===== config.mk =====
export PLATFORM = sky130hd
export DESIGN_NAME = nfcsm_host
export DESIGN_NICKNAME = d
export VERILOG_FILES = /design/src/hdl/nfcsm_pkg.sv /design/src/hdl/nfcsm_bus_cycle.sv /design/src/hdl/nfcsm_host.sv
export SDC_FILE = /design/constraint.sdc
export NUM_CORES = 1
export LEC_CHECK = 0
export ABC_AREA = 1
export BUFFER_PORTS_ARGS = -buffer_cell sky130_fd_sc_hd__buf_2
export CAP_MARGIN = 25
export CORE_MARGIN = 4
export CORE_UTILIZATION = 40
export DETAILED_ROUTE_END_ITERATION = 10
export SLEW_MARGIN = 20
export SYNTH_ARGS = -nofsm -noshare
export SYNTH_HDL_FRONTEND = slang
export SYNTH_SLANG_ARGS = --single-unit

===== constraint.sdc =====
create_clock -name mclk -period 4.1 [get_ports mclk]
set_clock_uncertainty 0.1 [all_clocks]
set_input_delay 0.82 -clock mclk [delete_from_list [all_inputs] [get_ports mclk]]
set_output_delay 0.82 -clock mclk [all_outputs]
set_load 0.1 [all_outputs]

===== src/hdl/nfcsm_pkg.sv =====
// Package of constants and state types for the NOR flash command sequencer host
package nfcsm_pkg;
	// Flash bus, cycle counter and command step widths
	localparam int ADDR_W = 21;
	localparam int DATA_W = 16;
	localparam int CNT_W = 8;
	localparam int STEP_W = 3;

	// Register byte offsets on the Wishbone slave
	localparam logic [7:0] REG_CMD = 8'h00;
	localparam logic [7:0] REG_ADDR = 8'h04;
	localparam logic [7:0] REG_WDATA = 8'h08;
	localparam logic [7:0] REG_CFG = 8'h0C;
	localparam logic [7:0] REG_STATUS = 8'h10;
	localparam logic [7:0] REG_RDATA = 8'h14;

	// Operation codes written to the command register
	localparam logic [2:0] OP_NONE = 3'h0;
	localparam logic [2:0] OP_READ = 3'h1;
	localparam logic [2:0] OP_PROG = 3'h2;
	localparam logic [2:0] OP_AUTOSEL = 3'h3;
	localparam logic [2:0] OP_RESET = 3'h4;
	localparam logic [2:0] OP_BYP_ENTER = 3'h5;
	localparam logic [2:0] OP_BYP_PROG = 3'h6;
	localparam logic [2:0] OP_BYP_EXIT = 3'h7;

	// Command data values of the bypass sequences
	localparam logic [7:0] CMD_BYP_ENTER = 8'h20;
	localparam logic [7:0] CMD_BYP_PROG = 8'hA0;
	localparam logic [7:0] CMD_BYP_RST1 = 8'h90;
	localparam logic [7:0] CMD_BYP_RST2 = 8'h00;

	// Configuration and status bit positions
	localparam int CFG_BYTE = 0;
	localparam int CFG_HWRST = 1;
	localparam int ST_BUSY = 0;
	localparam int ST_READY = 1;
	localparam int ST_BYPASS = 2;
	localparam int ST_AUTOSEL = 3;
	localparam int ST_TIMEOUT = 4;
	localparam int ST_REFUSED = 5;

	// Status flag positions inside flash read data
	localparam int TOGGLE_BIT = 6;
	localparam int EXCEED_BIT = 5;

	// Bus timing, figures in ns and derived cycle counts
	localparam int CLK_PERIOD_NS = 10;
	localparam int T_SETUP_NS = 10;
	localparam int T_WE_PULSE_NS = 40;
	localparam int T_HOLD_NS = 10;
	localparam int T_ACCESS_NS = 80;
	localparam int SYNC_CYC = 2;
	localparam int SETUP_CYC = (T_SETUP_NS + CLK_PERIOD_NS - 1) / CLK_PERIOD_NS;
	localparam int PULSE_CYC = (T_WE_PULSE_NS + CLK_PERIOD_NS - 1) / CLK_PERIOD_NS;
	localparam int HOLD_CYC = (T_HOLD_NS + CLK_PERIOD_NS - 1) / CLK_PERIOD_NS;
	localparam int READ_CYC = (T_ACCESS_NS + CLK_PERIOD_NS - 1) / CLK_PERIOD_NS + SYNC_CYC;

	typedef enum logic [4:0] {
		E_IDLE = 5'b00001,
		E_SETUP = 5'b00010,
		E_PULSE = 5'b00100,
		E_HOLD = 5'b01000,
		E_READ = 5'b10000
	} nfcsm_eng_state_type;

	typedef enum logic [4:0] {
		M_IDLE = 5'b00001,
		M_SEQ = 5'b00010,
		M_POLL = 5'b00100,
		M_RECOVER = 5'b01000,
		M_READ = 5'b10000
	} nfcsm_main_state_type;
endpackage : nfcsm_pkg


===== src/hdl/nfcsm_bus_cycle.sv =====
// One asynchronous flash bus cycle, write or read, timed in mclk cycles
`timescale 1ns/1ps
module nfcsm_bus_cycle (
	input wire logic mclk, // System clock
	input wire logic rst, // Synchronous reset
	input wire logic start, // Start one cycle
	input wire logic is_write, // Cycle direction
	input wire logic [nfcsm_pkg::ADDR_W-1:0] addr_in, // Cycle address
	input wire logic [nfcsm_pkg::DATA_W-1:0] data_in, // Write data
	output logic done, // Cycle finished pulse
	output logic [nfcsm_pkg::DATA_W-1:0] rdata, // Captured read data
	output logic [nfcsm_pkg::ADDR_W-1:0] flash_addr, // Address pins
	output logic [nfcsm_pkg::DATA_W-1:0] flash_dq_o, // Data pins out
	output logic flash_dq_oe, // Data pins driven
	input wire logic [nfcsm_pkg::DATA_W-1:0] flash_dq_i, // Data pins in
	output logic flash_ce_n, // Chip select
	output logic flash_oe_n, // Output enable
	output logic flash_we_n // Write strobe
);
	nfcsm_pkg::nfcsm_eng_state_type state_reg;
	logic [nfcsm_pkg::CNT_W-1:0] cnt_reg;
	logic [nfcsm_pkg::DATA_W-1:0] dq_s1_reg;
	logic [nfcsm_pkg::DATA_W-1:0] dq_s2_reg;
	wire cnt_zero = (cnt_reg == '0);

	// Read data crosses from the pins through two flops
	always_ff @(posedge mclk) begin
		dq_s1_reg <= flash_dq_i;
		dq_s2_reg <= dq_s1_reg;
	end

	// Strobe sequencer; we_n only falls with ce_n low and oe_n high
	always_ff @(posedge mclk) begin
		if (rst) begin
			state_reg <= nfcsm_pkg::E_IDLE;
			cnt_reg <= '0;
			done <= 1'b0;
			rdata <= '0;
			flash_addr <= '0;
			flash_dq_o <= '0;
			flash_dq_oe <= 1'b0;
			flash_ce_n <= 1'b1;
			flash_oe_n <= 1'b1;
			flash_we_n <= 1'b1; // Strobe high from power-up
		end else begin
			done <= 1'b0;
			if (!cnt_zero)
				cnt_reg <= cnt_reg - 1'b1;
			case (state_reg)
				nfcsm_pkg::E_IDLE: begin
					if (start) begin
						flash_addr <= addr_in; // Address driven at the same edge that chip select falls
						flash_dq_o <= data_in;
						flash_dq_oe <= is_write;
						flash_ce_n <= 1'b0;
						flash_oe_n <= is_write; // Output enable high for writes
						cnt_reg <= is_write ? nfcsm_pkg::CNT_W'(nfcsm_pkg::SETUP_CYC - 1)
							: nfcsm_pkg::CNT_W'(nfcsm_pkg::READ_CYC - 1);
						state_reg <= is_write ? nfcsm_pkg::E_SETUP : nfcsm_pkg::E_READ;
					end
				end
				nfcsm_pkg::E_SETUP: begin
					if (cnt_zero) begin
						flash_we_n <= 1'b0; // Write pulse begins
						cnt_reg <= nfcsm_pkg::CNT_W'(nfcsm_pkg::PULSE_CYC - 1);
						state_reg <= nfcsm_pkg::E_PULSE;
					end
				end
				nfcsm_pkg::E_PULSE: begin
					if (cnt_zero) begin
						flash_we_n <= 1'b1; // Data still driven at this rising edge
						cnt_reg <= nfcsm_pkg::CNT_W'(nfcsm_pkg::HOLD_CYC - 1);
						state_reg <= nfcsm_pkg::E_HOLD;
					end
				end
				nfcsm_pkg::E_HOLD: begin
					if (cnt_zero) begin
						flash_ce_n <= 1'b1;
						flash_dq_oe <= 1'b0;
						done <= 1'b1;
						state_reg <= nfcsm_pkg::E_IDLE;
					end
				end
				nfcsm_pkg::E_READ: begin
					if (cnt_zero) begin
						rdata <= dq_s2_reg;
						flash_ce_n <= 1'b1;
						flash_oe_n <= 1'b1;
						done <= 1'b1;
						state_reg <= nfcsm_pkg::E_IDLE;
					end
				end
				default: state_reg <= nfcsm_pkg::E_IDLE;
			endcase
		end
	end
endmodule : nfcsm_bus_cycle


===== src/hdl/nfcsm_host.sv =====
// Host controller that drives a parallel NOR flash command interface from Wishbone registers
// Function
// - Write only with chip select and strobe low, output enable high.
// - On exceeded-time flag host writes reset; device returns to read-array.
// - Reset cancels partial autoselect; reset needed to leave autoselect mode.
// - Two unlocks plus autoselect command; then reads at any address.
// - Program is two unlocks, set-up, then address and data.
// - Bypass entered by two unlocks then command 20h.
// - Bypass program is A0h then address and data; other commands refused.
// - Bypass left by writing 90h then 00h, addresses ignored.
//
// The Wishbone interface to the registers and the address map were left to the implementer.
`timescale 1ns/1ps
module nfcsm_host #(
	parameter logic [nfcsm_pkg::ADDR_W-1:0] UNLOCK1_ADDR = 21'h00001, // Arbitrary default
	parameter logic [7:0] UNLOCK1_DATA = 8'h5A, // Arbitrary default
	parameter logic [nfcsm_pkg::ADDR_W-1:0] UNLOCK2_ADDR = 21'h00002, // Arbitrary default
	parameter logic [7:0] UNLOCK2_DATA = 8'hA5, // Arbitrary default
	parameter logic [7:0] PROG_SETUP_CMD = 8'hA0, // Program set-up command
	parameter logic [7:0] AUTOSEL_CMD = 8'h90, // Autoselect command
	parameter logic [7:0] RESET_CMD = 8'hF0 // Reset command
) (
	input wire logic mclk, // System clock
	input wire logic rst, // Synchronous reset
	input wire logic [7:0] wb_adr_i, // Wishbone byte address
	input wire logic [31:0] wb_dat_i, // Wishbone write data
	output logic [31:0] wb_dat_o, // Wishbone read data
	input wire logic wb_we_i, // Wishbone write
	input wire logic [3:0] wb_sel_i, // Wishbone byte lanes
	input wire logic wb_stb_i, // Wishbone strobe
	input wire logic wb_cyc_i, // Wishbone cycle
	output logic wb_ack_o, // Wishbone acknowledge
	output logic [nfcsm_pkg::ADDR_W-1:0] flash_addr, // Flash address pins
	output logic [nfcsm_pkg::DATA_W-1:0] flash_dq_o, // Flash data out
	output logic flash_dq_oe, // Flash data driven
	input wire logic [nfcsm_pkg::DATA_W-1:0] flash_dq_i, // Flash data in
	output logic flash_ce_n, // Flash chip select
	output logic flash_oe_n, // Flash output enable
	output logic flash_we_n, // Flash write strobe
	output logic flash_byte_n, // Width select, low for byte
	output logic flash_reset_n, // Flash hardware reset
	input wire logic flash_ready_busy_n, // Flash ready/busy pin
	input wire logic supply_ok // Supply above lockout threshold
);
	nfcsm_pkg::nfcsm_main_state_type state_reg;
	logic [2:0] op_reg;
	logic [nfcsm_pkg::STEP_W-1:0] step_reg;
	logic [nfcsm_pkg::ADDR_W-1:0] addr_reg;
	logic [nfcsm_pkg::DATA_W-1:0] wdata_reg;
	logic [nfcsm_pkg::DATA_W-1:0] rdata_reg;
	logic [nfcsm_pkg::DATA_W-1:0] prev_reg;
	logic [1:0] cfg_reg;
	logic bypass_reg, autosel_reg, timeout_reg, refused_reg, first_reg, strike_reg;
	logic eng_start_reg, eng_write_reg;
	logic [nfcsm_pkg::ADDR_W-1:0] eng_addr_reg;
	logic [nfcsm_pkg::DATA_W-1:0] eng_data_reg;
	logic [1:0] rb_sync_reg, sup_sync_reg;
	logic eng_done;
	logic [nfcsm_pkg::DATA_W-1:0] eng_rdata;

	// Command cycle table: {address, data} of each write step
	function automatic logic [nfcsm_pkg::ADDR_W+nfcsm_pkg::DATA_W-1:0] step_word(
		input logic [2:0] op, input logic [nfcsm_pkg::STEP_W-1:0] st,
		input logic [nfcsm_pkg::ADDR_W-1:0] a, input logic [nfcsm_pkg::DATA_W-1:0] d);
		logic [7:0] cmd;
		cmd = RESET_CMD;
		step_word = '0;
		if (op == nfcsm_pkg::OP_BYP_PROG || op == nfcsm_pkg::OP_BYP_EXIT) begin
			cmd = (op == nfcsm_pkg::OP_BYP_PROG) ? nfcsm_pkg::CMD_BYP_PROG : nfcsm_pkg::CMD_BYP_RST1;
			if (op == nfcsm_pkg::OP_BYP_EXIT && st != '0)
				cmd = nfcsm_pkg::CMD_BYP_RST2;
			step_word = (op == nfcsm_pkg::OP_BYP_PROG && st != '0) ? {a, d} : {a, 8'h00, cmd};
		end else if (op == nfcsm_pkg::OP_RESET)
			step_word = {a, 8'h00, RESET_CMD}; // Any address will do
		else if (st == 3'h0)
			step_word = {UNLOCK1_ADDR, 8'h00, UNLOCK1_DATA};
		else if (st == 3'h1)
			step_word = {UNLOCK2_ADDR, 8'h00, UNLOCK2_DATA};
		else if (st == 3'h3)
			step_word = {a, d}; // Target cycle starts the embedded program
		else begin
			cmd = (op == nfcsm_pkg::OP_PROG) ? PROG_SETUP_CMD
				: (op == nfcsm_pkg::OP_AUTOSEL) ? AUTOSEL_CMD : nfcsm_pkg::CMD_BYP_ENTER;
			step_word = {UNLOCK1_ADDR, 8'h00, cmd};
		end
	endfunction : step_word

	// Index of the last write step of an operation
	function automatic logic [nfcsm_pkg::STEP_W-1:0] last_step(input logic [2:0] op);
		case (op)
			nfcsm_pkg::OP_PROG: last_step = 3'h3;
			nfcsm_pkg::OP_AUTOSEL, nfcsm_pkg::OP_BYP_ENTER: last_step = 3'h2;
			nfcsm_pkg::OP_BYP_PROG, nfcsm_pkg::OP_BYP_EXIT: last_step = 3'h1;
			default: last_step = 3'h0;
		endcase
	endfunction : last_step

	// Operations legal in the current mode; keeps the device off its abort path
	function automatic logic op_legal(input logic [2:0] op, input logic byp, input logic asel);
		if (byp)
			op_legal = op == nfcsm_pkg::OP_READ || op == nfcsm_pkg::OP_BYP_PROG
				|| op == nfcsm_pkg::OP_BYP_EXIT;
		else if (asel)
			op_legal = op == nfcsm_pkg::OP_READ || op == nfcsm_pkg::OP_RESET;
		else
			op_legal = op != nfcsm_pkg::OP_NONE && op != nfcsm_pkg::OP_BYP_PROG
				&& op != nfcsm_pkg::OP_BYP_EXIT;
	endfunction : op_legal

	// Byte-lane merge for register writes
	function automatic logic [31:0] lane_merge(input logic [31:0] old, input logic [31:0] nw, input logic [3:0] sel);
		for (int i = 0; i < 4; i++)
			lane_merge[i*8 +: 8] = sel[i] ? nw[i*8 +: 8] : old[i*8 +: 8];
	endfunction : lane_merge

	// Bus decode; ack is registered, and a write lands only at the edge where ack is seen high
	wire wb_hit = wb_cyc_i && wb_stb_i && !wb_ack_o;
	wire wb_wr = wb_cyc_i && wb_stb_i && wb_we_i && wb_ack_o;
	wire idle = (state_reg == nfcsm_pkg::M_IDLE);
	wire [2:0] new_op = wb_dat_i[2:0];
	wire cmd_wr = wb_wr && wb_sel_i[0] && (wb_adr_i == nfcsm_pkg::REG_CMD) && (new_op != nfcsm_pkg::OP_NONE);
	wire sup_ok = sup_sync_reg[1];
	wire op_ok = idle && op_legal(new_op, bypass_reg, autosel_reg) && !cfg_reg[nfcsm_pkg::CFG_HWRST]
		&& (sup_ok || new_op == nfcsm_pkg::OP_READ); // No writes without supply
	wire accept = cmd_wr && op_ok;
	wire seq_last = (step_reg == last_step(op_reg));
	wire polls = (op_reg == nfcsm_pkg::OP_PROG) || (op_reg == nfcsm_pkg::OP_BYP_PROG);
	wire toggling = (prev_reg[nfcsm_pkg::TOGGLE_BIT] != eng_rdata[nfcsm_pkg::TOGGLE_BIT]);
	wire [31:0] st_word = {26'h0, refused_reg, timeout_reg, autosel_reg, bypass_reg, rb_sync_reg[1], !idle};
	wire [31:0] rd_word = (wb_adr_i == nfcsm_pkg::REG_CMD) ? {29'h0, op_reg}
		: (wb_adr_i == nfcsm_pkg::REG_ADDR) ? {11'h0, addr_reg}
		: (wb_adr_i == nfcsm_pkg::REG_WDATA) ? {16'h0, wdata_reg}
		: (wb_adr_i == nfcsm_pkg::REG_CFG) ? {30'h0, cfg_reg}
		: (wb_adr_i == nfcsm_pkg::REG_STATUS) ? st_word
		: (wb_adr_i == nfcsm_pkg::REG_RDATA) ? {16'h0, rdata_reg} : 32'h0;
	wire clr_hit = wb_wr && wb_sel_i[0] && (wb_adr_i == nfcsm_pkg::REG_STATUS);
	wire [nfcsm_pkg::ADDR_W+nfcsm_pkg::DATA_W-1:0] next_word = step_word(op_reg,
		nfcsm_pkg::STEP_W'(step_reg + 1'b1), addr_reg, wdata_reg);
	wire [nfcsm_pkg::ADDR_W+nfcsm_pkg::DATA_W-1:0] first_word = step_word(new_op, '0, addr_reg, wdata_reg);

	// Pin-level inputs through two flops
	always_ff @(posedge mclk) begin
		rb_sync_reg <= {rb_sync_reg[0], flash_ready_busy_n}; // Busy shown while program runs
		sup_sync_reg <= {sup_sync_reg[0], supply_ok};
	end

	// Wishbone slave registers; sticky flags take a set over a clear
	always_ff @(posedge mclk) begin
		if (rst) begin
			wb_ack_o <= 1'b0;
			wb_dat_o <= 32'h0;
			addr_reg <= '0;
			wdata_reg <= '0;
			cfg_reg <= '0;
			refused_reg <= 1'b0;
		end else begin
			wb_ack_o <= wb_hit;
			wb_dat_o <= wb_hit ? rd_word : 32'h0;
			if (wb_wr && wb_adr_i == nfcsm_pkg::REG_ADDR)
				addr_reg <= nfcsm_pkg::ADDR_W'(lane_merge({11'h0, addr_reg}, wb_dat_i, wb_sel_i));
			if (wb_wr && wb_adr_i == nfcsm_pkg::REG_WDATA)
				wdata_reg <= nfcsm_pkg::DATA_W'(lane_merge({16'h0, wdata_reg}, wb_dat_i, wb_sel_i));
			if (wb_wr && wb_sel_i[0] && wb_adr_i == nfcsm_pkg::REG_CFG)
				cfg_reg <= wb_dat_i[1:0];
			if (cmd_wr && !op_ok)
				refused_reg <= 1'b1;
			else if (clr_hit && wb_dat_i[nfcsm_pkg::ST_REFUSED])
				refused_reg <= 1'b0;
		end
	end

	// Command sequencer: write steps, then toggle polling for programs
	always_ff @(posedge mclk) begin
		if (rst || cfg_reg[nfcsm_pkg::CFG_HWRST]) begin // Hardware reset drops any program
			state_reg <= nfcsm_pkg::M_IDLE;
			op_reg <= nfcsm_pkg::OP_NONE;
			step_reg <= '0;
			bypass_reg <= 1'b0;
			autosel_reg <= 1'b0; // Device back in read-array
			first_reg <= 1'b0;
			strike_reg <= 1'b0;
			prev_reg <= '0;
			eng_start_reg <= 1'b0;
			eng_write_reg <= 1'b0;
			eng_addr_reg <= '0;
			eng_data_reg <= '0;
			if (rst) begin
				rdata_reg <= '0;
				timeout_reg <= 1'b0;
			end
		end else begin
			eng_start_reg <= 1'b0;
			if (clr_hit && wb_dat_i[nfcsm_pkg::ST_TIMEOUT])
				timeout_reg <= 1'b0;
			case (state_reg)
				nfcsm_pkg::M_IDLE: begin
					if (accept) begin
						op_reg <= new_op;
						step_reg <= '0;
						eng_start_reg <= 1'b1;
						eng_write_reg <= new_op != nfcsm_pkg::OP_READ;
						eng_addr_reg <= (new_op == nfcsm_pkg::OP_READ) ? addr_reg : first_word[nfcsm_pkg::DATA_W +: nfcsm_pkg::ADDR_W];
						eng_data_reg <= first_word[nfcsm_pkg::DATA_W-1:0];
						state_reg <= (new_op == nfcsm_pkg::OP_READ) ? nfcsm_pkg::M_READ : nfcsm_pkg::M_SEQ;
					end
				end
				nfcsm_pkg::M_SEQ: begin
					if (eng_done && !seq_last) begin
						step_reg <= step_reg + 1'b1;
						eng_start_reg <= 1'b1;
						{eng_addr_reg, eng_data_reg} <= next_word;
					end else if (eng_done) begin
						eng_start_reg <= polls;
						eng_write_reg <= 1'b0;
						eng_addr_reg <= addr_reg; // Polling reads the target word
						first_reg <= 1'b1;
						strike_reg <= 1'b0;
						state_reg <= polls ? nfcsm_pkg::M_POLL : nfcsm_pkg::M_IDLE;
						if (op_reg == nfcsm_pkg::OP_AUTOSEL)
							autosel_reg <= 1'b1;
						if (op_reg == nfcsm_pkg::OP_RESET)
							autosel_reg <= 1'b0;
						if (op_reg == nfcsm_pkg::OP_BYP_ENTER || op_reg == nfcsm_pkg::OP_BYP_EXIT)
							bypass_reg <= op_reg == nfcsm_pkg::OP_BYP_ENTER;
					end
				end
				nfcsm_pkg::M_POLL: begin
					if (eng_done) begin
						prev_reg <= eng_rdata;
						first_reg <= 1'b0;
						if (!first_reg && !toggling) begin
							rdata_reg <= eng_rdata; // Toggle stopped, device in read-array
							state_reg <= nfcsm_pkg::M_IDLE;
						end else if (!first_reg && strike_reg) begin
							eng_start_reg <= 1'b1;
							eng_write_reg <= 1'b1;
							eng_data_reg <= {8'h00, RESET_CMD}; // Exceeded time: reset to read-array
							state_reg <= nfcsm_pkg::M_RECOVER;
						end else begin
							strike_reg <= !first_reg && eng_rdata[nfcsm_pkg::EXCEED_BIT];
							eng_start_reg <= 1'b1;
						end
					end
				end
				nfcsm_pkg::M_RECOVER: begin
					if (eng_done) begin
						timeout_reg <= 1'b1;
						state_reg <= nfcsm_pkg::M_IDLE;
					end
				end
				nfcsm_pkg::M_READ: begin
					if (eng_done) begin
						rdata_reg <= eng_rdata; // Autoselect codes read like array data
						state_reg <= nfcsm_pkg::M_IDLE;
					end
				end
				default: state_reg <= nfcsm_pkg::M_IDLE;
			endcase
		end
	end

	assign flash_byte_n = !cfg_reg[nfcsm_pkg::CFG_BYTE]; // Width select for program
	assign flash_reset_n = !cfg_reg[nfcsm_pkg::CFG_HWRST];

	nfcsm_bus_cycle u_cycle (
		.mclk(mclk),
		.rst(rst || cfg_reg[nfcsm_pkg::CFG_HWRST]),
		.start(eng_start_reg),
		.is_write(eng_write_reg),
		.addr_in(eng_addr_reg),
		.data_in(eng_data_reg),
		.done(eng_done),
		.rdata(eng_rdata),
		.flash_addr(flash_addr),
		.flash_dq_o(flash_dq_o),
		.flash_dq_oe(flash_dq_oe),
		.flash_dq_i(flash_dq_i),
		.flash_ce_n(flash_ce_n),
		.flash_oe_n(flash_oe_n),
		.flash_we_n(flash_we_n)
	);
endmodule : nfcsm_host


==> flow_summary.html, run 1 <==
<table>
<tr><th>Metric</th><th>Value</th></tr>
<tr><th colspan="2">Timing</th></tr>
<tr><td>Final period util</td><td>0.623</td></tr>
<tr><td>Actual slew at the worst max-slew pin</td><td>0.893 ns</td></tr>
<tr><td>Final-layout setup total negative slack</td><td>0 ns</td></tr>
<tr><td>Number of pins exceeding their max-slew limit in the final report</td><td>0</td></tr>
<tr><td>Setup repair after global routing missed its margin</td><td>false</td></tr>
<tr><td>Number of endpoints failing setup at the final stage</td><td>0</td></tr>
<tr><td>Slew HR</td><td>0.404</td></tr>
<tr><td>Final hold violation count</td><td>0</td></tr>
<tr><td>Final Hold Slack</td><td>0.223 ns</td></tr>
<tr><td>Final critical-path required period</td><td>2.55 ns</td></tr>
<tr><td>Timing-limited maximum frequency</td><td>392 MHz</td></tr>
<tr><th colspan="2">Die</th></tr>
<tr><td>Site Rows</td><td>57</td></tr>
<tr><td>Die width</td><td>165 um</td></tr>
<tr><td>Core Box Area</td><td>0.0243 mm^2</td></tr>
<tr><td>Full die area</td><td>0.0273 mm^2</td></tr>
<tr><td>Die height</td><td>165 um</td></tr>
<tr><td>I/O pin count</td><td>143</td></tr>
<tr><td>Initial core utilization</td><td>0.406</td></tr>
<tr><th colspan="2">Finish</th></tr>
<tr><td>Layout overhead on the synthesized area</td><td>16.6%</td></tr>
<tr><td>Antenna diode instance count</td><td>0</td></tr>
<tr><td>Fraction of final layout cells sized beyond drive strength 1</td><td>0.163</td></tr>
<tr><td>Layout Nets</td><td>1,457</td></tr>
<tr><td>Post-layout instance area</td><td>0.0115 mm^2</td></tr>
<tr><th colspan="2">Critical path</th></tr>
<tr><td>Critical Path Source Type</td><td>flop</td></tr>
<tr><td>Signal arrival time at the worst endpoint</td><td>2.89 ns</td></tr>
<tr><td>Startpoint of the most critical register-to-register path</td><td>u_cycle.state_reg[3]$_SDFFE_PN0P_</td></tr>
<tr><td>Critical Setup Path Class</td><td>reg -&gt; reg</td></tr>
<tr><td>Max FO, Critical Path</td><td>53</td></tr>
<tr><td>CP endpoint kind</td><td>flop</td></tr>
<tr><td>Required time of the worst setup path</td><td>4.44 ns</td></tr>
<tr><td>First element of the critical path</td><td>u_cycle.state_reg[3]$_SDFFE_PN0P_</td></tr>
<tr><th colspan="2">Global routing</th></tr>
<tr><td>Met1 demand-to-capacity share in global routing</td><td>0.235</td></tr>
<tr><td>All-layer global routing usage</td><td>0.180</td></tr>
<tr><td>Grt met2 use</td><td>0.304</td></tr>
<tr><td>Via count of the first global-routing pass</td><td>7,846</td></tr>
<tr><td>First-pass GRT wire length</td><td>39.8 mm</td></tr>
<tr><td>GR Layer Usage met3</td><td>0.0325</td></tr>
<tr><td>Layer with the highest usage after global routing</td><td>met2</td></tr>
<tr><td>Antenna violations before repair</td><td>4</td></tr>
<tr><td>Grt total ovfl</td><td>0</td></tr>
<tr><td>Pin count of the biggest net entering global routing</td><td>93</td></tr>
<tr><th colspan="2">Power and ir drop</th></tr>
<tr><td>Maximum ir drop on the vdd rail</td><td>253 uV</td></tr>
<tr><td>Share of power burned in registers</td><td>0.438</td></tr>
<tr><td>Net switching fraction of the power</td><td>0.298</td></tr>
<tr><td>Share of total power in the clock network</td><td>0.375</td></tr>
<tr><td>Internal power contribution</td><td>4160 uW</td></tr>
<tr><td>Part of the total power dissipated in combinational logic</td><td>0.187</td></tr>
<tr><td>Power Dens Cells</td><td>515 mW/mm^2</td></tr>
<tr><td>Static leakage</td><td>0.00524 uW</td></tr>
<tr><td>Switching power total</td><td>1760 uW</td></tr>
<tr><th colspan="2">Clocking</th></tr>
<tr><td>Buffer depth of the longest clock path</td><td>3</td></tr>
<tr><td>CTS tree</td><td>built</td></tr>
<tr><td>Number of buffers added by the clock tree synthesis step</td><td>26</td></tr>
<tr><td>Clock net sink count</td><td>241</td></tr>
<tr><td>CTS clk-pin slew, worst paths</td><td>0.06 ns</td></tr>
<tr><td>Setup repair bufs after CTS</td><td>0</td></tr>
<tr><td>Count of instances resized after the clock tree is built</td><td>0</td></tr>
<tr><td>CTS H-tree lvls</td><td>1</td></tr>
<tr><td>Clock latency reported for the late side of the worst-skew pair</td><td>0.53 ns</td></tr>
<tr><td>CTS Root Cell</td><td>clkbuf_16</td></tr>
<tr><td>Hold-fix buffers at CTS</td><td>0</td></tr>
<tr><th colspan="2">Placed design</th></tr>
<tr><td>Post-detailed-placement half-perimeter wirelength</td><td>17.8 mm</td></tr>
<tr><td>Area post-placement</td><td>0.0107 mm^2</td></tr>
<tr><td>Buffers on Ports</td><td>119</td></tr>
<tr><td>Final Wtd Congestion</td><td>0.862</td></tr>
<tr><th colspan="2">Outcome</th></tr>
<tr><td>Run status</td><td>finished clean</td></tr>
<tr><th colspan="2">Detailed routing</th></tr>
<tr><td>Routed wire length per instance</td><td>14.4 um</td></tr>
<tr><td>Vias</td><td>8,449</td></tr>
<tr><td># DRC</td><td>0</td></tr>
<tr><td>Total length of routed wires</td><td>24.8 mm</td></tr>
<tr><td>Pre-Repair DR Iteration Count</td><td>6</td></tr>
<tr><td>Vias/cell</td><td>4.90</td></tr>
<tr><td>Drt initial violations</td><td>666</td></tr>
<tr><td>Post-route ant nets</td><td>0</td></tr>
<tr><th colspan="2">Synthesis</th></tr>
<tr><td>Mapped Area</td><td>0.00987 mm^2</td></tr>
<tr><td>Sequential share of the synthesized area</td><td>0.506</td></tr>
<tr><td>Post-synth EDFFs</td><td>17</td></tr>
<tr><td>Post-synth cell types</td><td>49</td></tr>
<tr><td>Synthesized instance count</td><td>1,279</td></tr>
<tr><td>Async S/R FF share, synth</td><td>0</td></tr>
<tr><td>Number of storage elements in the synthesis netlist</td><td>241</td></tr>
<tr><td>Total of warnings raised by yosys</td><td>0</td></tr>
<tr><td>Post-Synthesis Mean Instance Area</td><td>7.72 um^2</td></tr>
<tr><td>Most instantiated flip-flop cell in the synthesis netlist</td><td>dfxtp_1</td></tr>
<tr><th colspan="2">Min path</th></tr>
<tr><td>Class of the tightest hold or removal check</td><td>reg -&gt; reg</td></tr>
<tr><td>Startpoint of the lowest-slack hold path</td><td>u_cycle.dq_s1_reg[1]$_DFF_P_</td></tr>
<tr><th colspan="2">Run</th></tr>
<tr><td>Number of violations of the max-capacitance limit</td><td>0</td></tr>
</table>
==> worst max-delay path: stages, from the launching register on <==
cell	delay [ns]
dfxtp_1	0.33
inv_1	0.08
nand2_1	0.06
inv_1	0.08
nand4_1	0.16
nor2_2	0.11
buf_4	0.39
inv_1	0.52
nor2_1	0.33
inv_1	0.11
a41oi_1	0.19
==> worst paths after layout <==
kind / end / slack (ns) / depth (start not counted)
hold reg to reg: u_cycle.dq_s2_reg[1]$_DFF_P_ / 0.22 / 0
hold / removal: u_cycle.dq_s2_reg[1]$_DFF_P_ / 0.22 / 0
setup reg to reg: u_cycle.cnt_reg[0]$_SDFF_PN0_ / 1.55 / 10
setup / recovery: u_cycle.cnt_reg[0]$_SDFF_PN0_ / 1.55 / 10
==> cells in the final DEF, fill, tap and decap left out, drive strengths merged, types with 4 or more instances in the layout <==
master    n
nand4    12
nand2   207
nor3      8
conb     11
ha        8
o21ai   146
or2       4
clkbuf   36
edfxtp   17
o221ai    4
nor2    183
a31oi     6
dfxtp   224
xor2      4
buf     127
o211ai    9
a21oi   119
clkinv   11
nand3    79
inv     174
==> metrics by stage <==
stage	std cells	setup slack [ns]	util	total power [uW]
detailed placement	1677	1.06	0.438	3750
CTS	1723	1.49	0.472	5990
global route	1724	1.16	0.473	6260
finish	1724	1.55	0.473	5920
floorplan	1289	0.960	-	3560
global placement	1677	1.10	0.438	3730
==> area by class of cell <==
cell class | count | area (um^2)
Sequential cell | 241 | 4990
Timing Repair Buffer | 127 | 663
Clock buffer | 36 | 758
Fill cell | 2447 | 12800
Tap cell | 324 | 405
Inverter | 175 | 661
Multi-Input combinational cell | 811 | 3960
Clock inverter | 10 | 66.3
==> power by group through the flow <==
stage	Combinational [uW]	Sequential, uW	Clock (uW)
floorplan	932	2630	0
global placement	1090	2640	0
detailed placement	1110	2640	0
CTS	1120	2590	2280
global route	1270	2610	2380
finish	1110	2590	2220
==> routing by layer <==
metal  part of all wire  vias up  routed length [um]
met3              0.057       57                1420
met5             0.0019        -                  46
met2               0.46      191               11500
met1               0.44     3884               11000
met4              0.033        8                 810
li1                   -     4309                   -
==> kinds of logic (layout without fill, tap and decap cells) <==
| kind of cell | count (synthesis) | after routing | synth area share |
|---|---|---|---|
| compound gates | 291 | 291 | 0.157 |
| simple gates | 495 | 495 | 0.223 |
| xor+xnor | 6 | 6 | 0.00532 |
| buf+inv | 237 | 348 | 0.0988 |
| fa+ha+maj | 8 | 8 | 0.0101 |
| other cells | 1 | 11 | 0.000380 |
| flops | 241 | 241 | 0.506 |
==> cell usage after synthesis (all sizes together) (2+ instances only) <==
| cell | number | area (um^2) |
|---|---|---|
| or2 | 4 | 27.5 |
| buf | 30 | 193 |
| clkinv | 2 | 8.75 |
| o21ai | 146 | 749 |
| o211ai | 9 | 67.6 |
| xor2 | 4 | 35.0 |
| a31oi | 6 | 37.5 |
| nor3 | 8 | 51.3 |
| ha | 8 | 100 |
| o31ai | 2 | 15.0 |
| xnor2 | 2 | 17.5 |
| nand3 | 79 | 435 |
| clkbuf | 32 | 121 |
| inv | 173 | 652 |
| nand4 | 12 | 96.3 |
| nor2 | 183 | 744 |
| nand2 | 207 | 830 |
| dfxtp | 224 | 4480 |
| a21oi | 119 | 599 |
| o221ai | 4 | 35.0 |
| edfxtp | 17 | 510 |
Power figures use the tool's default switching activity.
==> run 2, diff against run 1 <==
Settings changed: ABC_AREA 1 to 0.
Clock period 4.1 ns to 2.55 ns, I/O delays scaled along.
==> run 2 against run 1 <==
Against the previous run:
- core utilization up 3.2 points
- setup slack worse by 1.3 ns
- sequential share of layout area down 0.12 points
- routed wire length down 2.4%
- final cell count down 14%
- non-clock buffer count up 65
- register-to-register slack worse by 1.3 ns
- fmax up 10%
- combinational power down 40%
- largest power group unchanged
==> flow_summary.html, run 2 <==
<table>
<tr><th>Metric</th><th>Value</th></tr>
<tr><th colspan="2">Outcome</th></tr>
<tr><td>Run status</td><td>finished clean (unchanged)</td></tr>
<tr><th colspan="2">Finish</th></tr>
<tr><td>Register Area</td><td>0.00500 mm^2 (was 0.00499 mm^2)</td></tr>
<tr><td>Layout overhead on the synthesized area</td><td>22.9% (was 16.6%)</td></tr>
<tr><td>Fraction of final layout cells sized beyond drive strength 1</td><td>0.199 (was 0.163)</td></tr>
<tr><td>Antenna diode instance count</td><td>0 (unchanged)</td></tr>
<tr><td>Area occupied by multi-input gates</td><td>0.00402 mm^2 (was 0.00396 mm^2)</td></tr>
<tr><td>Fillers</td><td>2,202 (was 2,447)</td></tr>
<tr><td>Layout Nets</td><td>1,229 (was 1,457)</td></tr>
<tr><td>Leading cell types in the layout, fill and taps excluded</td><td>dfxtp_1, nand2_1, buf_2 (was dfxtp_1, nand2_1, nor2_1)</td></tr>
<tr><td>Most common cell after layout, fill and taps aside</td><td>dfxtp_1 (unchanged)</td></tr>
<tr><th colspan="2">Die</th></tr>
<tr><td>Full die area</td><td>0.0260 mm^2 (was 0.0273 mm^2)</td></tr>
<tr><td>I/O pin count</td><td>143 (unchanged)</td></tr>
<tr><td>Core Box Area</td><td>0.0228 mm^2 (was 0.0243 mm^2)</td></tr>
<tr><td>Die height</td><td>161 um (was 165 um)</td></tr>
<tr><td>Die width</td><td>161 um (was 165 um)</td></tr>
<tr><td>Site Rows</td><td>55 (was 57)</td></tr>
<tr><td>Initial core utilization</td><td>0.411 (was 0.406)</td></tr>
<tr><th colspan="2">Detailed routing</th></tr>
<tr><td>Met3 wire length</td><td>1.73 mm (was 1.42 mm)</td></tr>
<tr><td>Routed wire length per instance</td><td>16.3 um (was 14.4 um)</td></tr>
<tr><td>Length of routed wiring on met1</td><td>11.3 mm (was 11.0 mm)</td></tr>
<tr><td>Drt initial violations</td><td>799 (was 666)</td></tr>
<tr><td># DRC</td><td>0 (unchanged)</td></tr>
<tr><td>Total length of routed wires</td><td>24.2 mm (was 24.8 mm)</td></tr>
<tr><td>Routed length on met2</td><td>10.6 mm (was 11.5 mm)</td></tr>
<tr><td>Pre-Repair DR Iteration Count</td><td>6 (unchanged)</td></tr>
<tr><td>Post-route ant nets</td><td>0 (unchanged)</td></tr>
<tr><td>Highest routed metal layer</td><td>met4 (was met5)</td></tr>
<tr><td>Vias</td><td>7,642 (was 8,449)</td></tr>
<tr><td>Vias/cell</td><td>5.15 (was 4.90)</td></tr>
<tr><th colspan="2">Synthesis</th></tr>
<tr><td>Post-synth EDFFs</td><td>17 (unchanged)</td></tr>
<tr><td>Sequential share of the synthesized area</td><td>0.532 (was 0.506)</td></tr>
<tr><td>Most instantiated flip-flop cell in the synthesis netlist</td><td>dfxtp_1 (unchanged)</td></tr>
<tr><td>Number of storage elements in the synthesis netlist</td><td>241 (unchanged)</td></tr>
<tr><td>Cell types occupying the most area after synthesis</td><td>dfxtp_1, nand2_1, a21oi_1, edfxtp_1, mux2i_1 (was dfxtp_1, nand2_1, o21ai_0, nor2_1, inv_1)</td></tr>
<tr><td>Mapped Area</td><td>0.00939 mm^2 (was 0.00987 mm^2)</td></tr>
<tr><td>Post-Synthesis Mean Instance Area</td><td>9.35 um^2 (was 7.72 um^2)</td></tr>
<tr><td>Cell taking the most area after synthesis</td><td>dfxtp_1 (unchanged)</td></tr>
<tr><td>Async S/R FF share, synth</td><td>0 (unchanged)</td></tr>
<tr><td>Most instantiated library cell after synthesis</td><td>dfxtp_1 (unchanged)</td></tr>
<tr><td>Synthesized instance count</td><td>1,004 (was 1,279)</td></tr>
<tr><td>Post-synth cell types</td><td>78 (was 49)</td></tr>
<tr><td>Post-synth top area share</td><td>0.478 (was 0.454)</td></tr>
<tr><td>Commonest cells post-synth</td><td>dfxtp_1, nand2_1, a21oi_1 (was dfxtp_1, nand2_1, nor2_1)</td></tr>
<tr><td>Total of warnings raised by yosys</td><td>0 (unchanged)</td></tr>
<tr><th colspan="2">Timing</th></tr>
<tr><td>Slew HR</td><td>0.519 (was 0.404)</td></tr>
<tr><td>Final critical-path required period</td><td>2.32 ns (was 2.55 ns)</td></tr>
<tr><td>Final hold violation count</td><td>0 (unchanged)</td></tr>
<tr><td>Setup repair after global routing missed its margin</td><td>false (unchanged)</td></tr>
<tr><td>Final period util</td><td>0.910 (was 0.623)</td></tr>
<tr><td>Worst setup slack after layout</td><td>0.230 ns (was 1.55 ns)</td></tr>
<tr><td>Number of endpoints failing setup at the final stage</td><td>0 (unchanged)</td></tr>
<tr><td>Number of pins exceeding their max-slew limit in the final report</td><td>0 (unchanged)</td></tr>
<tr><td>Actual slew at the worst max-slew pin</td><td>0.721 ns (was 0.893 ns)</td></tr>
<tr><td>Timing-limited maximum frequency</td><td>431 MHz (was 392 MHz)</td></tr>
<tr><th colspan="2">Power and ir drop</th></tr>
<tr><td>Power Dens Cells</td><td>715 mW/mm^2 (was 515 mW/mm^2)</td></tr>
<tr><td>Static leakage</td><td>0.00464 uW (was 0.00524 uW)</td></tr>
<tr><td>Maximum ir drop on the vdd rail</td><td>569 uV (was 253 uV)</td></tr>
<tr><td>Power after layout</td><td>8240 uW (was 5920 uW)</td></tr>
<tr><th colspan="2">Clocking</th></tr>
<tr><td>Clock latency reported for the late side of the worst-skew pair</td><td>0.51 ns (was 0.53 ns)</td></tr>
<tr><td>CTS Root Cell</td><td>clkbuf_16 (unchanged)</td></tr>
<tr><td>CTS clk-pin slew, worst paths</td><td>0.06 ns (about the same)</td></tr>
<tr><td>Setup repair bufs after CTS</td><td>0 (unchanged)</td></tr>
<tr><td>Buffer depth of the longest clock path</td><td>3 (unchanged)</td></tr>
<tr><td>Number of buffers added by the clock tree synthesis step</td><td>25 (was 26)</td></tr>
<tr><td>CTS H-tree lvls</td><td>1 (unchanged)</td></tr>
<tr><td>Clock net sink count</td><td>241 (unchanged)</td></tr>
<tr><td>CTS tree</td><td>built (unchanged)</td></tr>
<tr><th colspan="2">Placed design</th></tr>
<tr><td>Worst setup timing slack at the placement stage</td><td>-0.0964 ns (was 1.06 ns)</td></tr>
<tr><td>Final Wtd Congestion</td><td>0.902 (was 0.862)</td></tr>
<tr><td>Post-detailed-placement half-perimeter wirelength</td><td>17.6 mm (was 17.8 mm)</td></tr>
<tr><td>Buffers on Ports</td><td>119 (unchanged)</td></tr>
<tr><th colspan="2">Global routing</th></tr>
<tr><td>Antenna violations before repair</td><td>0 (was 4)</td></tr>
<tr><td>Via count of the first global-routing pass</td><td>7,333 (was 7,846)</td></tr>
<tr><td>Grt total ovfl</td><td>0 (unchanged)</td></tr>
<tr><td>All-layer global routing usage</td><td>0.184 (was 0.180)</td></tr>
<tr><td>Pin count of the biggest net entering global routing</td><td>39 (was 93)</td></tr>
<tr><td>First-pass GRT wire length</td><td>39.5 mm (was 39.8 mm)</td></tr>
<tr><th colspan="2">Critical path</th></tr>
<tr><td>Signal arrival time at the worst endpoint</td><td>2.62 ns (was 2.89 ns)</td></tr>
<tr><td>Crit path largest cell delay</td><td>0.58 ns (was 0.52 ns)</td></tr>
<tr><td>Critical Setup Path Class</td><td>reg -&gt; reg (unchanged)</td></tr>
<tr><td>Critical Path Source Type</td><td>flop (unchanged)</td></tr>
<tr><td>Series of cell instances along the critical path</td><td>or4b_4, or2_1, a2111o_1, o211ai_1, nor4_1, a31o_1 (was inv_1, nand2_1, inv_1, nand4_1, nor2_2, buf_4, inv_1, nor2_1, inv_1, a41oi_1)</td></tr>
<tr><td>CP endpoint kind</td><td>flop (unchanged)</td></tr>
<tr><td>Required time of the worst setup path</td><td>2.85 ns (was 4.44 ns)</td></tr>
<tr><td>Max stage delay cell, worst path</td><td>or4b_4 (was inv_1)</td></tr>
<tr><td>Max FO, Critical Path</td><td>7 (was 53)</td></tr>
<tr><th colspan="2">Run</th></tr>
<tr><td>Number of violations of the max-capacitance limit</td><td>0 (unchanged)</td></tr>
<tr><th colspan="2">Min path</th></tr>
<tr><td>Class of the tightest hold or removal check</td><td>in -&gt; reg (was reg -&gt; reg)</td></tr>
</table>
[run 2: changes by cell type in the layout (fill, tap and decap cells not counted), sizes merged, moves of 47 or more]
cell	before	now
inv	174	14
o21ai	146	20
nor2	183	86
nand2	207	155
nand3	79	30
buf	127	174
[run 2: per-layer routing]
metal	up-vias	GRT usage
met2	276	0.290
met1	3516	0.267
met3	44	0.0270
met5	-	0
met4	0	0.0485
li1	3806	-
[run 2: worst paths after layout]
| path | startpoint | end | depth (start not counted) | slack [ns] |
|---|---|---|---|---|
| max | state_reg[3]$_SDFFE_PN0P_ | eng_data_reg[4]$_SDFFE_PN0P_ | 6 | 0.23 |
| min | wb_dat_i[16] | addr_reg[16]$_SDFFE_PP0P_ | 3 | 0.14 |
| max reg2reg | state_reg[3]$_SDFFE_PN0P_ | eng_data_reg[4]$_SDFFE_PN0P_ | 6 | 0.23 |
| min reg2reg | u_cycle.dq_s1_reg[8]$_DFF_P_ | u_cycle.dq_s2_reg[8]$_DFF_P_ | 0 | 0.22 |
[run 2: worst max-delay path: cells and delay by family (launching register included)]
| kind | cells | cell delay, ns |
|---|---|---|
| AND/OR/NAND/NOR | 3 | 1.01 |
| AO/OA/AOI/OAI | 3 | 0.73 |
| flip-flops | 1 | 0.37 |
[run 2: layout make-up]
cell class                 count  share of cell area
clock buffer                  37              0.0662
clock inverter                 7             0.00521
sequential                   241               0.433
inverter                      14             0.00455
multi-input combinational    680               0.349
timing repair buffer         192               0.108
tap                          313              0.0339
[run 2: kinds of logic after synthesis]
logic type,count (synthesis),share of synthesized area
other,1,0.000399
adder cells (fa/ha/maj),8,0.0107
flip-flops,241,0.532
AND/OR/NAND/NOR,374,0.187
XOR/XNOR,17,0.0159
multiplexers,42,0.0448
AO/OA/AOI/OAI,228,0.164
buffers and inverters,93,0.0449
[run 2: what timing repair did]
action,4_1_cts,5_1_grt
endpoints found under the hold margin,18,0
gates resized for setup,0,1
setup endpoints to repair,0,2
hold buffers,18,0
[run 2: power by group]
part	switching [uW]	leakage [uW]	internal (uW)	total [uW]
sequential	71.3	0.00200	3910	3990
clock	1430	0.000412	2160	3590
combinational	417	0.00223	252	669
[run 2: per-stage QoR]
| step | instance area, um^2 | hold WS, ns | TNS, ns | util | cells |
|---|---|---|---|---|---|
| final | 11500 | 0.145 | 0 | 0.505 | 1484 |
| after floorplan | 9430 | 0.210 | 0 | - | 1014 |
| after detailed placement | 10500 | 0.212 | -1.68 | 0.461 | 1422 |
| after CTS | 11500 | 0.133 | 0 | 0.505 | 1484 |
| after global routing | 11500 | 0.163 | 0 | 0.505 | 1484 |
| after global placement | 10500 | 0.212 | -1.73 | 0.461 | 1422 |
==> run 3, diff against run 2 <==
Settings changed: PLACE_DENSITY set to 0.58.
==> run 3 against run 2 <==
Against the previous run:
- global-route usage rose by 0.30 points
- sequential cell count did not move
- clock power fell by 3%
- hold slack got worse by 0.014 ns
- clock-buffer cell count fell by 4
- combinational power rose by 1%
- sequential power barely moved
- largest power group unchanged
==> flow_summary.html, run 3 (synthesized netlist as in run 2, its figures left out) <==
<table>
<tr><th>Metric</th><th>Value</th></tr>
<tr><th colspan="2">Outcome</th></tr>
<tr><td>Run status</td><td>finished clean (unchanged)</td></tr>
<tr><th colspan="2">Die</th></tr>
<tr><td>I/O pin count</td><td>143 (unchanged)</td></tr>
<tr><td>Core Box Area</td><td>0.0228 mm^2 (unchanged)</td></tr>
<tr><td>Full die area</td><td>0.0260 mm^2 (unchanged)</td></tr>
<tr><td>Die height</td><td>161 um (unchanged)</td></tr>
<tr><td>Site Rows</td><td>55 (unchanged)</td></tr>
<tr><td>Initial core utilization</td><td>0.411 (unchanged)</td></tr>
<tr><td>Die width</td><td>161 um (unchanged)</td></tr>
<tr><th colspan="2">Detailed routing</th></tr>
<tr><td>Drt initial violations</td><td>680 (was 799)</td></tr>
<tr><td>Total length of routed wires</td><td>24.8 mm (was 24.2 mm)</td></tr>
<tr><td>Pre-Repair DR Iteration Count</td><td>9 (was 6)</td></tr>
<tr><td># DRC</td><td>0 (unchanged)</td></tr>
<tr><td>Routed wire length per instance</td><td>16.7 um (was 16.3 um)</td></tr>
<tr><td>Vias</td><td>7,643 (was 7,642)</td></tr>
<tr><td>Vias/cell</td><td>5.16 (was 5.15)</td></tr>
<tr><td>Post-route ant nets</td><td>0 (unchanged)</td></tr>
<tr><th colspan="2">Clocking</th></tr>
<tr><td>CTS Root Cell</td><td>clkbuf_16 (unchanged)</td></tr>
<tr><td>Clock net sink count</td><td>241 (unchanged)</td></tr>
<tr><td>CTS clk-pin slew, worst paths</td><td>0.06 ns (about the same)</td></tr>
<tr><td>CTS tree</td><td>built (unchanged)</td></tr>
<tr><td>Setup repair bufs after CTS</td><td>0 (unchanged)</td></tr>
<tr><td>Buffer depth of the longest clock path</td><td>3 (unchanged)</td></tr>
<tr><td>Clock latency reported for the late side of the worst-skew pair</td><td>0.53 ns (was 0.51 ns)</td></tr>
<tr><td>Number of buffers added by the clock tree synthesis step</td><td>25 (unchanged)</td></tr>
<tr><td>CTS H-tree lvls</td><td>1 (unchanged)</td></tr>
<tr><th colspan="2">Finish</th></tr>
<tr><td>Layout overhead on the synthesized area</td><td>22.0% (was 22.9%)</td></tr>
<tr><td>Leading cell types in the layout, fill and taps excluded</td><td>dfxtp_1, nand2_1, buf_2 (unchanged)</td></tr>
<tr><td>Antenna diode instance count</td><td>0 (unchanged)</td></tr>
<tr><td>Layout Nets</td><td>1,226 (was 1,229)</td></tr>
<tr><td>Most common cell after layout, fill and taps aside</td><td>dfxtp_1 (unchanged)</td></tr>
<tr><td>Share of the core filled with cells in the final layout</td><td>0.501 (was 0.505)</td></tr>
<tr><td>Fraction of final layout cells sized beyond drive strength 1</td><td>0.198 (was 0.199)</td></tr>
<tr><th colspan="2">Global routing</th></tr>
<tr><td>Antenna violations before repair</td><td>0 (unchanged)</td></tr>
<tr><td>Via count of the first global-routing pass</td><td>7,286 (was 7,333)</td></tr>
<tr><td>First-pass GRT wire length</td><td>39.9 mm (was 39.5 mm)</td></tr>
<tr><td>All-layer global routing usage</td><td>0.187 (was 0.184)</td></tr>
<tr><td>Pin count of the biggest net entering global routing</td><td>39 (unchanged)</td></tr>
<tr><td>Grt total ovfl</td><td>0 (unchanged)</td></tr>
<tr><th colspan="2">Timing</th></tr>
<tr><td>Timing-limited maximum frequency</td><td>417 MHz (was 431 MHz)</td></tr>
<tr><td>Number of endpoints failing setup at the final stage</td><td>0 (unchanged)</td></tr>
<tr><td>Actual slew at the worst max-slew pin</td><td>0.721 ns (about the same)</td></tr>
<tr><td>Slew HR</td><td>0.520 (was 0.519)</td></tr>
<tr><td>Setup repair after global routing missed its margin</td><td>false (unchanged)</td></tr>
<tr><td>Number of pins exceeding their max-slew limit in the final report</td><td>0 (unchanged)</td></tr>
<tr><td>Final period util</td><td>0.941 (was 0.910)</td></tr>
<tr><td>Final hold violation count</td><td>0 (unchanged)</td></tr>
<tr><td>Final critical-path required period</td><td>2.40 ns (was 2.32 ns)</td></tr>
<tr><th colspan="2">Critical path</th></tr>
<tr><td>First element of the critical path</td><td>state_reg[1]$_SDFFE_PN0P_ (was state_reg[3]$_SDFFE_PN0P_)</td></tr>
<tr><td>Required time of the worst setup path</td><td>2.87 ns (was 2.85 ns)</td></tr>
<tr><td>CP endpoint kind</td><td>flop (unchanged)</td></tr>
<tr><td>Critical Path Source Type</td><td>flop (unchanged)</td></tr>
<tr><td>Max FO, Critical Path</td><td>19 (was 7)</td></tr>
<tr><td>Critical Setup Path Class</td><td>reg -&gt; reg (unchanged)</td></tr>
<tr><td>Signal arrival time at the worst endpoint</td><td>2.72 ns (was 2.62 ns)</td></tr>
<tr><td>Startpoint of the most critical register-to-register path</td><td>state_reg[1]$_SDFFE_PN0P_ (was state_reg[3]$_SDFFE_PN0P_)</td></tr>
<tr><th colspan="2">Run</th></tr>
<tr><td>Number of violations of the max-capacitance limit</td><td>0 (unchanged)</td></tr>
<tr><th colspan="2">Power and ir drop</th></tr>
<tr><td>Power after layout</td><td>8130 uW (was 8240 uW)</td></tr>
<tr><td>Maximum ir drop on the vdd rail</td><td>438 uV (was 569 uV)</td></tr>
<tr><td>Static leakage</td><td>0.00460 uW (was 0.00464 uW)</td></tr>
<tr><td>Power Dens Cells</td><td>709 mW/mm^2 (was 715 mW/mm^2)</td></tr>
<tr><th colspan="2">Placed design</th></tr>
<tr><td>Final Wtd Congestion</td><td>0.894 (was 0.902)</td></tr>
<tr><td>Buffers on Ports</td><td>119 (unchanged)</td></tr>
<tr><td>Post-detailed-placement half-perimeter wirelength</td><td>18.0 mm (was 17.6 mm)</td></tr>
<tr><th colspan="2">Min path</th></tr>
<tr><td>Startpoint of the lowest-slack hold path</td><td>wb_dat_i[16] (unchanged)</td></tr>
<tr><td>Class of the tightest hold or removal check</td><td>in -&gt; reg (unchanged)</td></tr>
</table>
[run 3: changes by cell type in the layout (fill, tap and decap cells not counted), sizes merged]
cell | previous run | this run
buf | 174 | 171
clkbuf | 37 | 33
clkinv | 6 | 8
inv | 14 | 17
[run 3: per-layer routing]
layer	track usage	up-vias	routed length (um)
met1	0.268	3531	11700
met2	0.293	254	10900
met4	0.0481	0	582
met3	0.0360	44	1600
met5	0	-	0
li1	-	3814	-
[run 3: area by class of cell]
| cell class | count | area, um^2 |
|---|---|---|
| Sequential cell | 241 | 5000 |
| Tap cell | 313 | 392 |
| Multi-Input combinational cell | 680 | 4030 |
| Clock inverter | 12 | 98.8 |
| Clock buffer | 33 | 686 |
| Timing Repair Buffer | 189 | 1200 |
| Inverter | 14 | 52.6 |
| Fill cell | 2216 | 11400 |
[run 3: power by group]
part | leakage (uW) | switching [uW] | internal, uW | total [uW]
logic | 0.00221 | 424 | 253 | 676
clock network | 0.000395 | 1470 | 2000 | 3470
registers | 0.00200 | 68.0 | 3910 | 3980
[run 3: metrics by stage]
step / worst slack (ns) / TNS, ns / area [um^2] / instances / hold WS, ns
floorplan: 0.0955 / 0 / 9430 / 1014 / 0.210
CTS: 0.129 / 0 / 11400 / 1482 / 0.113
global placement: -0.0531 / -1.17 / 10500 / 1419 / 0.213
global route: 0.0103 / 0 / 11500 / 1482 / 0.141
finish: 0.150 / 0 / 11500 / 1482 / 0.131
detailed placement: -0.0427 / -0.937 / 10500 / 1419 / 0.212
[run 3: final timing paths]
path                                   end  slack, ns  depth (start not counted)
max          eng_addr_reg[20]$_SDFFE_PN0P_       0.15                          8
min              addr_reg[16]$_SDFFE_PP0P_       0.13                          3
min reg2reg   u_cycle.dq_s2_reg[4]$_DFF_P_       0.22                          0
max reg2reg  eng_addr_reg[20]$_SDFFE_PN0P_       0.15                          8
[run 3: repair_timing]
item,CTS,global route
resized for setup,0,2
hold endpoints to repair,18,0
setup endpoints to repair,0,3
hold buffers,18,0
[run 3: critical path, cell delays in order (launching register included)]
cell      delay (ns)
dfxtp_1         0.35
nor4_2          0.51
nand4_1         0.17
a311oi_2        0.31
buf_4           0.23
nand2b_1        0.16
nor2_1          0.09
buf_12          0.20
a22o_1          0.18
